`src/logic/cbic_pkg.sv`:
```
// Constants shared by the bus and interrupt control block.
// Assumes a single 200 MHz clock and an active-low asynchronous reset.
package cbic_pkg;
  // ----------------------------------------
  // Timing
  // ----------------------------------------
  localparam int CLK_MHZ = 200;
  localparam int CLK_PER_CYCLE = 4;
  localparam logic [1:0] PH_LAST = 2'h3;

  // ----------------------------------------
  // Stacking
  // ----------------------------------------
  localparam logic [3:0] STACK_FULL = 4'hC;
  localparam logic [3:0] STACK_FAST = 4'h3;

  // ----------------------------------------
  // Vectors
  // ----------------------------------------
  localparam logic [15:0] VEC_NMI = 16'hFFFC;
  localparam logic [15:0] VEC_FAST = 16'hFFF6;
  localparam logic [15:0] VEC_IRQ = 16'hFFF8;

  typedef enum logic [1:0] {
    CBIC_KIND_NONE,
    CBIC_KIND_NMI,
    CBIC_KIND_FAST,
    CBIC_KIND_IRQ
  } cbic_kind_t;
endpackage : cbic_pkg

```
`src/logic/cbic_clkgen.sv`:
```
// System and quadrature clock generator with memory-ready stretch.
// Assumes ready_sync is already synchronised to clk.
module cbic_clkgen
(
  // Clock and reset
  input wire logic clk,
  input wire logic rst_n,
  // Stretch control
  input wire logic ready_sync,
  // Clock outputs
  output logic e_out,
  output logic q_out,
  output logic cycle_end
);
  logic [1:0] phase_q;
  logic [1:0] phase_d;
  logic e_q;
  logic e_d;
  logic q_q;
  logic q_d;

  // ----------------------------------------
  // Phase counter
  // ----------------------------------------
  always_comb
  begin
    phase_d = phase_q + 2'h1; // RL15
    if (phase_q == cbic_pkg::PH_LAST && !ready_sync)
    begin
      phase_d = phase_q; // RL9
    end
    e_d = phase_d[1]; // RL12
    q_d = phase_d[1] ^ phase_d[0]; // RL13
  end

  always_ff @(posedge clk or negedge rst_n)
  begin
    if (!rst_n)
    begin
      phase_q <= 2'h0;
      e_q <= 1'b0;
      q_q <= 1'b0;
    end
    else
    begin
      phase_q <= phase_d;
      e_q <= e_d;
      q_q <= q_d;
    end
  end

  assign e_out = e_q;
  assign q_out = q_q;
  assign cycle_end = (phase_q == cbic_pkg::PH_LAST) && ready_sync;
endmodule : cbic_clkgen

```
`src/logic/cbic_top.sv`:
```
// Bus control and interrupt sequencing of an 8-bit processing unit.
// Assumes the core reports instruction ends, stack loads and sync waits.
// How it works
// RL1: Fast interrupt stacks only program counter and condition codes, then vector.
// RL2: Three vectored levels; taking one masks lower levels, higher stay live.
// RL3: Non-maskable request ignored from reset until first stack pointer load.
// RL4: Acknowledge output high during vector fetch so devices can vector.
// RL5: Sync wait instruction halts the core until an interrupt line acts.
// RL6: Sync acknowledge output stays high throughout that wait.
// RL7: Last-cycle indicator marks final instruction cycle; next is opcode fetch.
// RL8: Bus float input releases address and read/write outputs.
// RL9: Memory-ready low stretches the current access until released.
// RL10: Busy output high during read-modify-write sequences.
// RL11: Address is presented at the start of each processor cycle.
// RL12: System clock output runs at the processor cycle rate.
// RL13: Quadrature output marks address and data stable interval.
// RL14: Eight-bit direct page register supplies the high address byte.
// RL15: Bus timing divides the input clock by four.
// RL16: Priority: non-maskable first, then fast, then normal request.
// RL17: Last-cycle indicator lasts exactly one processor cycle per instruction.
module cbic_top
(
  // Clock and reset
  input wire logic clk,
  input wire logic rst_n,
  // Interrupt pins, active low
  input wire logic nmi_n,
  input wire logic fast_interrupt_request_n,
  input wire logic irq_n,
  // Bus control pins
  input wire logic bus_float_control,
  input wire logic slow_memory_stretch,
  // Core side
  input wire logic [15:0] core_addr,
  input wire logic core_rw,
  input wire logic core_rmw,
  input wire logic core_instr_last,
  input wire logic core_sp_load,
  input wire logic core_sync_exec,
  input wire logic core_i_mask,
  input wire logic core_f_mask,
  input wire logic core_dp_we,
  input wire logic [7:0] core_dp_wdata,
  input wire logic [7:0] core_direct_offset,
  output logic core_advance,
  output logic [15:0] direct_addr,
  output logic set_i_mask,
  output logic set_f_mask,
  output logic [1:0] int_kind,
  // Bus pins
  output logic [15:0] addr_o,
  output logic addr_oe_n,
  output logic rw_o,
  output logic rw_oe_n,
  output logic busy,
  output logic last_cycle_indicator,
  output logic int_ack,
  output logic sync_ack,
  output logic system_clock_output,
  output logic quadrature_clock_output
);
  typedef enum logic [2:0] {
    CBIC_RUN,
    CBIC_STACK,
    CBIC_VEC_HI,
    CBIC_VEC_LO,
    CBIC_SYNC
  } cbic_state_t;

  // ----------------------------------------
  // Pin synchronisers
  // ----------------------------------------
  logic [4:0] pin_raw;
  logic [4:0] pin_s1_q;
  logic [4:0] pin_s2_q;
  logic nmi_s;
  logic fast_s;
  logic irq_s;
  logic float_s;
  logic ready_s;
  logic cycle_end;

  assign pin_raw = {~nmi_n, ~fast_interrupt_request_n, ~irq_n, bus_float_control,
    slow_memory_stretch};

  always_ff @(posedge clk or negedge rst_n)
  begin
    if (!rst_n)
    begin
      pin_s1_q <= 5'h01;
      pin_s2_q <= 5'h01;
    end
    else
    begin
      pin_s1_q <= pin_raw;
      pin_s2_q <= pin_s1_q;
    end
  end

  assign nmi_s = pin_s2_q[4];
  assign fast_s = pin_s2_q[3];
  assign irq_s = pin_s2_q[2];
  assign float_s = pin_s2_q[1];
  assign ready_s = pin_s2_q[0];

  cbic_clkgen u_clkgen
  (
    .clk(clk),
    .rst_n(rst_n),
    .ready_sync(ready_s),
    .e_out(system_clock_output),
    .q_out(quadrature_clock_output),
    .cycle_end(cycle_end)
  );

  // ----------------------------------------
  // Non-maskable latch and direct page
  // ----------------------------------------
  logic nmi_prev_q;
  logic nmi_prev_d;
  logic nmi_armed_q;
  logic nmi_armed_d;
  logic nmi_pend_q;
  logic nmi_pend_d;
  logic nmi_clr;
  logic [7:0] dp_q;
  logic [7:0] dp_d;

  always_comb
  begin
    nmi_prev_d = nmi_s;
    nmi_armed_d = nmi_armed_q | core_sp_load; // RL3
    nmi_pend_d = nmi_pend_q;
    if (nmi_clr)
    begin
      nmi_pend_d = 1'b0;
    end
    if (nmi_armed_q && nmi_s && !nmi_prev_q)
    begin
      nmi_pend_d = 1'b1; // RL3
    end
    dp_d = core_dp_we ? core_dp_wdata : dp_q; // RL14
  end

  always_ff @(posedge clk or negedge rst_n)
  begin
    if (!rst_n)
    begin
      nmi_prev_q <= 1'b0;
      nmi_armed_q <= 1'b0;
      nmi_pend_q <= 1'b0;
      dp_q <= 8'h00;
    end
    else
    begin
      nmi_prev_q <= nmi_prev_d;
      nmi_armed_q <= nmi_armed_d;
      nmi_pend_q <= nmi_pend_d;
      dp_q <= dp_d;
    end
  end

  assign direct_addr = {dp_q, core_direct_offset}; // RL14

  // ----------------------------------------
  // Interrupt sequencer
  // ----------------------------------------
  cbic_state_t state_q;
  cbic_state_t state_d;
  cbic_pkg::cbic_kind_t kind_q;
  cbic_pkg::cbic_kind_t kind_d;
  cbic_pkg::cbic_kind_t pick;
  logic [3:0] cnt_q;
  logic [3:0] cnt_d;
  logic [15:0] vec;
  logic take;

  always_comb
  begin
    pick = cbic_pkg::CBIC_KIND_NONE;
    if (nmi_pend_q)
    begin
      pick = cbic_pkg::CBIC_KIND_NMI; // RL16
    end
    else if (fast_s && !core_f_mask)
    begin
      pick = cbic_pkg::CBIC_KIND_FAST; // RL16
    end
    else if (irq_s && !core_i_mask)
    begin
      pick = cbic_pkg::CBIC_KIND_IRQ; // RL16
    end
  end

  always_comb
  begin
    state_d = state_q;
    kind_d = kind_q;
    cnt_d = cnt_q;
    take = 1'b0;
    nmi_clr = 1'b0;
    if (cycle_end)
    begin
      case (state_q)
        CBIC_RUN:
        begin
          if (core_sync_exec)
          begin
            state_d = CBIC_SYNC; // RL5
          end
          else if (core_instr_last && pick != cbic_pkg::CBIC_KIND_NONE)
          begin
            take = 1'b1;
            kind_d = pick;
            nmi_clr = (pick == cbic_pkg::CBIC_KIND_NMI);
            cnt_d = (pick == cbic_pkg::CBIC_KIND_FAST) ? cbic_pkg::STACK_FAST :
              cbic_pkg::STACK_FULL; // RL1
            state_d = CBIC_STACK;
          end
        end
        CBIC_STACK:
        begin
          cnt_d = cnt_q - 4'h1;
          if (cnt_q == 4'h1)
          begin
            state_d = CBIC_VEC_HI; // RL1
          end
        end
        CBIC_VEC_HI:
        begin
          state_d = CBIC_VEC_LO;
        end
        CBIC_VEC_LO:
        begin
          state_d = CBIC_RUN;
        end
        CBIC_SYNC:
        begin
          if (nmi_pend_q || fast_s || irq_s)
          begin
            state_d = CBIC_RUN; // RL5
          end
        end
        default:
        begin
          state_d = CBIC_RUN;
        end
      endcase
    end
  end

  always_ff @(posedge clk or negedge rst_n)
  begin
    if (!rst_n)
    begin
      state_q <= CBIC_RUN;
      kind_q <= cbic_pkg::CBIC_KIND_NONE;
      cnt_q <= 4'h0;
    end
    else
    begin
      state_q <= state_d;
      kind_q <= kind_d;
      cnt_q <= cnt_d;
    end
  end

  always_comb
  begin
    case (kind_q)
      cbic_pkg::CBIC_KIND_NMI: vec = cbic_pkg::VEC_NMI;
      cbic_pkg::CBIC_KIND_FAST: vec = cbic_pkg::VEC_FAST;
      default: vec = cbic_pkg::VEC_IRQ;
    endcase
  end

  assign core_advance = cycle_end && (state_q == CBIC_RUN) && !take && !core_sync_exec;
  assign set_i_mask = take; // RL2
  assign set_f_mask = take && (pick != cbic_pkg::CBIC_KIND_IRQ); // RL2
  assign int_kind = kind_q;

  // ----------------------------------------
  // Bus outputs, updated at cycle start; float every clock
  // ----------------------------------------
  logic [15:0] addr_q;
  logic [15:0] addr_d;
  logic rw_q;
  logic rw_d;
  logic busy_q;
  logic busy_d;
  logic lic_q;
  logic lic_d;
  logic ack_q;
  logic ack_d;
  logic sack_q;
  logic sack_d;
  logic float_q;
  logic float_d;

  always_comb
  begin
    addr_d = addr_q;
    rw_d = rw_q;
    busy_d = busy_q;
    lic_d = lic_q;
    ack_d = ack_q;
    sack_d = sack_q;
    float_d = float_s; // RL8
    if (cycle_end)
    begin
      busy_d = core_rmw && (state_q == CBIC_RUN); // RL10
      lic_d = core_advance && core_instr_last; // RL17
      ack_d = (state_d == CBIC_VEC_HI) || (state_d == CBIC_VEC_LO); // RL4
      sack_d = (state_d == CBIC_SYNC); // RL6
      rw_d = (state_d == CBIC_STACK) ? 1'b0 : ((state_d == CBIC_RUN) ? core_rw : 1'b1);
      if (state_d == CBIC_VEC_HI)
      begin
        addr_d = vec; // RL11
      end
      else if (state_d == CBIC_VEC_LO)
      begin
        addr_d = vec + 16'h0001; // RL11
      end
      else
      begin
        addr_d = core_addr; // RL11
      end
    end
  end

  always_ff @(posedge clk or negedge rst_n)
  begin
    if (!rst_n)
    begin
      addr_q <= 16'hFFFF;
      rw_q <= 1'b1;
      busy_q <= 1'b0;
      lic_q <= 1'b0;
      ack_q <= 1'b0;
      sack_q <= 1'b0;
      float_q <= 1'b0;
    end
    else
    begin
      addr_q <= addr_d;
      rw_q <= rw_d;
      busy_q <= busy_d;
      lic_q <= lic_d;
      ack_q <= ack_d;
      sack_q <= sack_d;
      float_q <= float_d;
    end
  end

  assign addr_o = addr_q;
  assign rw_o = rw_q;
  assign addr_oe_n = float_q; // RL8
  assign rw_oe_n = float_q; // RL8
  assign busy = busy_q;
  assign last_cycle_indicator = lic_q; // RL7
  assign int_ack = ack_q;
  assign sync_ack = sack_q;
endmodule : cbic_top

```
`config.mk`:
```
export PLATFORM = sky130hd
export DESIGN_NAME = cbic_top
export DESIGN_NICKNAME = d
export VERILOG_FILES = /design/src/logic/cbic_pkg.sv /design/src/logic/cbic_clkgen.sv /design/src/logic/cbic_top.sv
export SDC_FILE = /design/constraint.sdc
export NUM_CORES = 1
export LEC_CHECK = 0
export BUFFER_PORTS_ARGS = -buffer_cell sky130_fd_sc_hd__buf_2
export CAP_MARGIN = 40
export CORE_MARGIN = 4
export CORE_UTILIZATION = 46
export DETAILED_ROUTE_END_ITERATION = 10
export PLACE_DENSITY = 0.75
export SYNTH_ARGS = -nofsm -noshare
export SYNTH_HDL_FRONTEND = slang
export SYNTH_HIERARCHICAL = 1
export SYNTH_SLANG_ARGS = --single-unit
```
`constraint.sdc`:
```
create_clock -name clk -period 3.8 [get_ports clk]
set_input_delay 0.76 -clock clk [delete_from_list [all_inputs] [get_ports clk]]
set_output_delay 0.76 -clock clk [all_outputs]
set_load 0.03 [all_outputs]
```
==> flow_summary.yaml <==
layout:
  area_delta_synth_final_pct: 20.0
  seq_area_mm2: 0.00140
  layout-drive-gt1-share_pct: 44.7
  n_fill_cell: 452
  multi_input_area_um2: 910
  antennaDiodeCount: 0
  nNetsFinal: 328
clock_tree:
  hold_buffers: 0
  cts_buffer_depth: 2
  clk_pin_slew_worst_paths_ps: 100
  root_buffer: "clkbuf_8"
  insertion_delay_ps: 310
  cts.repair.resized: 0
  cts.htree.levels: 2
  cts_tree: "yes"
  clock_sinks: 55
  numCtsBuffers: 5
  cts_setup_buffers: 0
timing:
  whs_ps: 357
  fin_crit_ps: 3300
  maxSlewViolCount: 0
  tns_ps: 0
  worstMarginPinSlew_ps: 606
  period_share_pct: 87.0
  clock_skew_ps: 7.14
  hold_viol: 0
  setup_slack_ps: 496
  setup_viol: 0
  max_clock_freq_mhz: 303
  maxSlewHeadroom_pct: 59.6
  grt_setup_unrepaired: "no"
synth:
  yosysSeqAreaShare_pct: 56.5
  synthCells: 207
  yosys_warnings: 6
  synth-edff-count: 0
  syn_nets: 261
  synth_area_mm2: 0.00248
  synth_cell_types: 52
  synthArstFlopShare_pct: 100
  syn_area_per_cell_um2: 12.0
  synth_ff_type: "dfrtp_1"
  synth-seq-cells: 55
floorplanning:
  die_x_um: 81.4
  core-area_mm2: 0.00517
  dieArea_mm2: 0.00663
  rows: 26
  start_util_pct: 47.9
  die_h_um: 81.4
  io-pin-count: 93
placed_design:
  hpwl_um: 3780
  place_ws_ps: 839
  io_buffers: 76
  routabilityCongestion: 0.755
setup_path:
  cp.arrival_ps: 2540
  r2r_end: "cnt_q[1]$_DFFE_PN0P_"
  reg2reg_slack_ps: 1350
  required_ps: 3040
  critPathKind: "register to primary output"
  reg2reg_depth: 6
  critical_path.max_fanout: 33
  end_kind: "primary output"
  crit_path_start_kind: "register"
  r2r_start: "u_clkgen/phase_q[0]$_DFF_PN0_"
hold_path:
  hold_path.startpoint: "pin_s1_q[2]$_DFF_PN0_"
  min_path_type: "register to register"
  whs_endpoint: "pin_s2_q[2]$_DFF_PN0_"
  min_path_cells: 0
run_status:
  outcome: "complete, no violations"
global_route:
  grt_overflow: 0
  grt_pass1_wl_um: 8140
  grt_start_max_net_pins: 34
  grt_pass1_vias: 1710
  antenna_found_initial: 0
  track_usage_pct: 15.9
pwr:
  pwr_density_cell_mw_per_mm2: 771
  ir_worst_vdd_mv: 0.365
  leakagePower_uw: 0.00138
route:
  first_iter_violations: 73
  wl_um: 5060
  drc_errors: 0
  firstDrtPassIters: 4
  wl_per_cell_um: 14.7
  vias: 1782
  drtAntennaViolNets: 0
  viasPerCell: 5.17
job:
  drv_cap: 0
[cells in the final DEF (no fill, tap or decap), types with 3 or more instances in the layout]
cell	count
o21ai_0	11
o22a_1	12
inv_1	15
buf_2	76
nand2_1	7
a31oi_1	4
or3_1	4
clkbuf_8	5
ha_1	7
nor3b_1	3
dfstp_2	19
nand2b_1	6
dfrtp_1	36
a21oi_1	3
nor2b_1	4
nor2_1	9
mux2_2	10
o211ai_1	3
[Yosys cell counts (3+ instances only)]
cell type	n	area [µm²]
dfrtp_1	36	901
dfstp_2	19	499
inv_1	15	56.3
o22a_1	12	105
o21ai_0	11	55.1
buf_4	10	75.1
mux2_2	10	113
nor2_1	9	33.8
ha_1	7	87.6
nand2_1	7	26.3
nand2b_1	6	37.5
clkbuf_1	5	18.8
a31oi_1	4	25.0
nor2b_1	4	25.0
or3_1	4	25.0
a21oi_1	3	15.0
nor3b_1	3	22.5
o211ai_1	3	22.5
[stage by stage]
| stage | instance area, µm² | instances | utilization (%) | power, µW |
|---|---|---|---|---|
| after floorplan | 2480 | 207 | - | 1710 |
| after global placement | 2850 | 336 | 55.1 | 1920 |
| after detailed placement | 2870 | 337 | 55.5 | 1960 |
| after CTS | 2980 | 345 | 57.5 | 2320 |
| after global routing | 2980 | 345 | 57.5 | 2460 |
| final | 2980 | 345 | 57.5 | 2290 |
[worst max-delay path: stages (launching register included)]
cell      delay (ps)
dfrtp_1          420
ha_1             190
and2_2           540
nor2b_1          270
and4_1           340
a21boi_0         230
buf_2            230
[how the worst max path moves through the flow]
stage                                   from  slack, ps    endpoint  cells after the start
6_report       u_clkgen/phase_q[0]$_DFF_PN0_        500  set_f_mask                      6
5_1_grt        u_clkgen/phase_q[0]$_DFF_PN0_        260  set_f_mask                      6
4_1_cts        u_clkgen/phase_q[0]$_DFF_PN0_        460  set_f_mask                      6
3_5_place_dp   u_clkgen/phase_q[0]$_DFF_PN0_        840  set_f_mask                      6
3_3_place_gp   u_clkgen/phase_q[0]$_DFF_PN0_        900  set_f_mask                      6
2_1_floorplan                       register        800  set_f_mask                      6
[cells by family (layout without fill, tap and decap cells)]
kind of cell	after synthesis	count (layout)	synth area share [%]
buffers and inverters	34	102	6.81
multiplexers	12	12	5.55
XOR/XNOR	1	1	0.353
adder cells (fa/ha/maj)	7	7	3.53
AND/OR/NAND/NOR	47	47	11.3
AO/OA/AOI/OAI	51	51	16.0
flip-flops	55	55	56.5
[metal layers]
metal	part of all wire, %	wire length [µm]	GRT usage (%)
met1	44	2250	21.5
met2	47	2360	24.8
met3	7.7	391	4.32
met4	1.3	64	4.90
met5	0	0	0
[final cells by class]
class / count / area share [%]
Multi-Input combinational cell: 118 / 30.6
Clock inverter: 1 / 0.294
Timing Repair Buffer: 79 / 14.0
Inverter: 15 / 1.89
Clock buffer: 7 / 3.28
Tap cell: 70 / 2.94
Sequential cell: 55 / 47.1
[state kept, by name, indices dropped and copies added, names as in the netlist, named ones only]
register,flops
rw_o,1
addr_o,16
pin_s1_q,5
cnt_q,4
dp_q,8
nmi_armed_q,1
busy,1
last_cycle_indicator,1
nmi_prev_q,1
sync_ack,1
u_clkgen/phase_q,1
int_ack,1
u_clkgen/q_out,1
pin_s2_q,5
int_kind,2
state_q,3
addr_oe_n,1
nmi_pend_q,1
[where the power goes]
group          total, µW  switching [µW]  internal (µW)
clock                356             184            173
sequential           989             160            828
combinational        949             590            359
(Power assumes the default switching activity.)
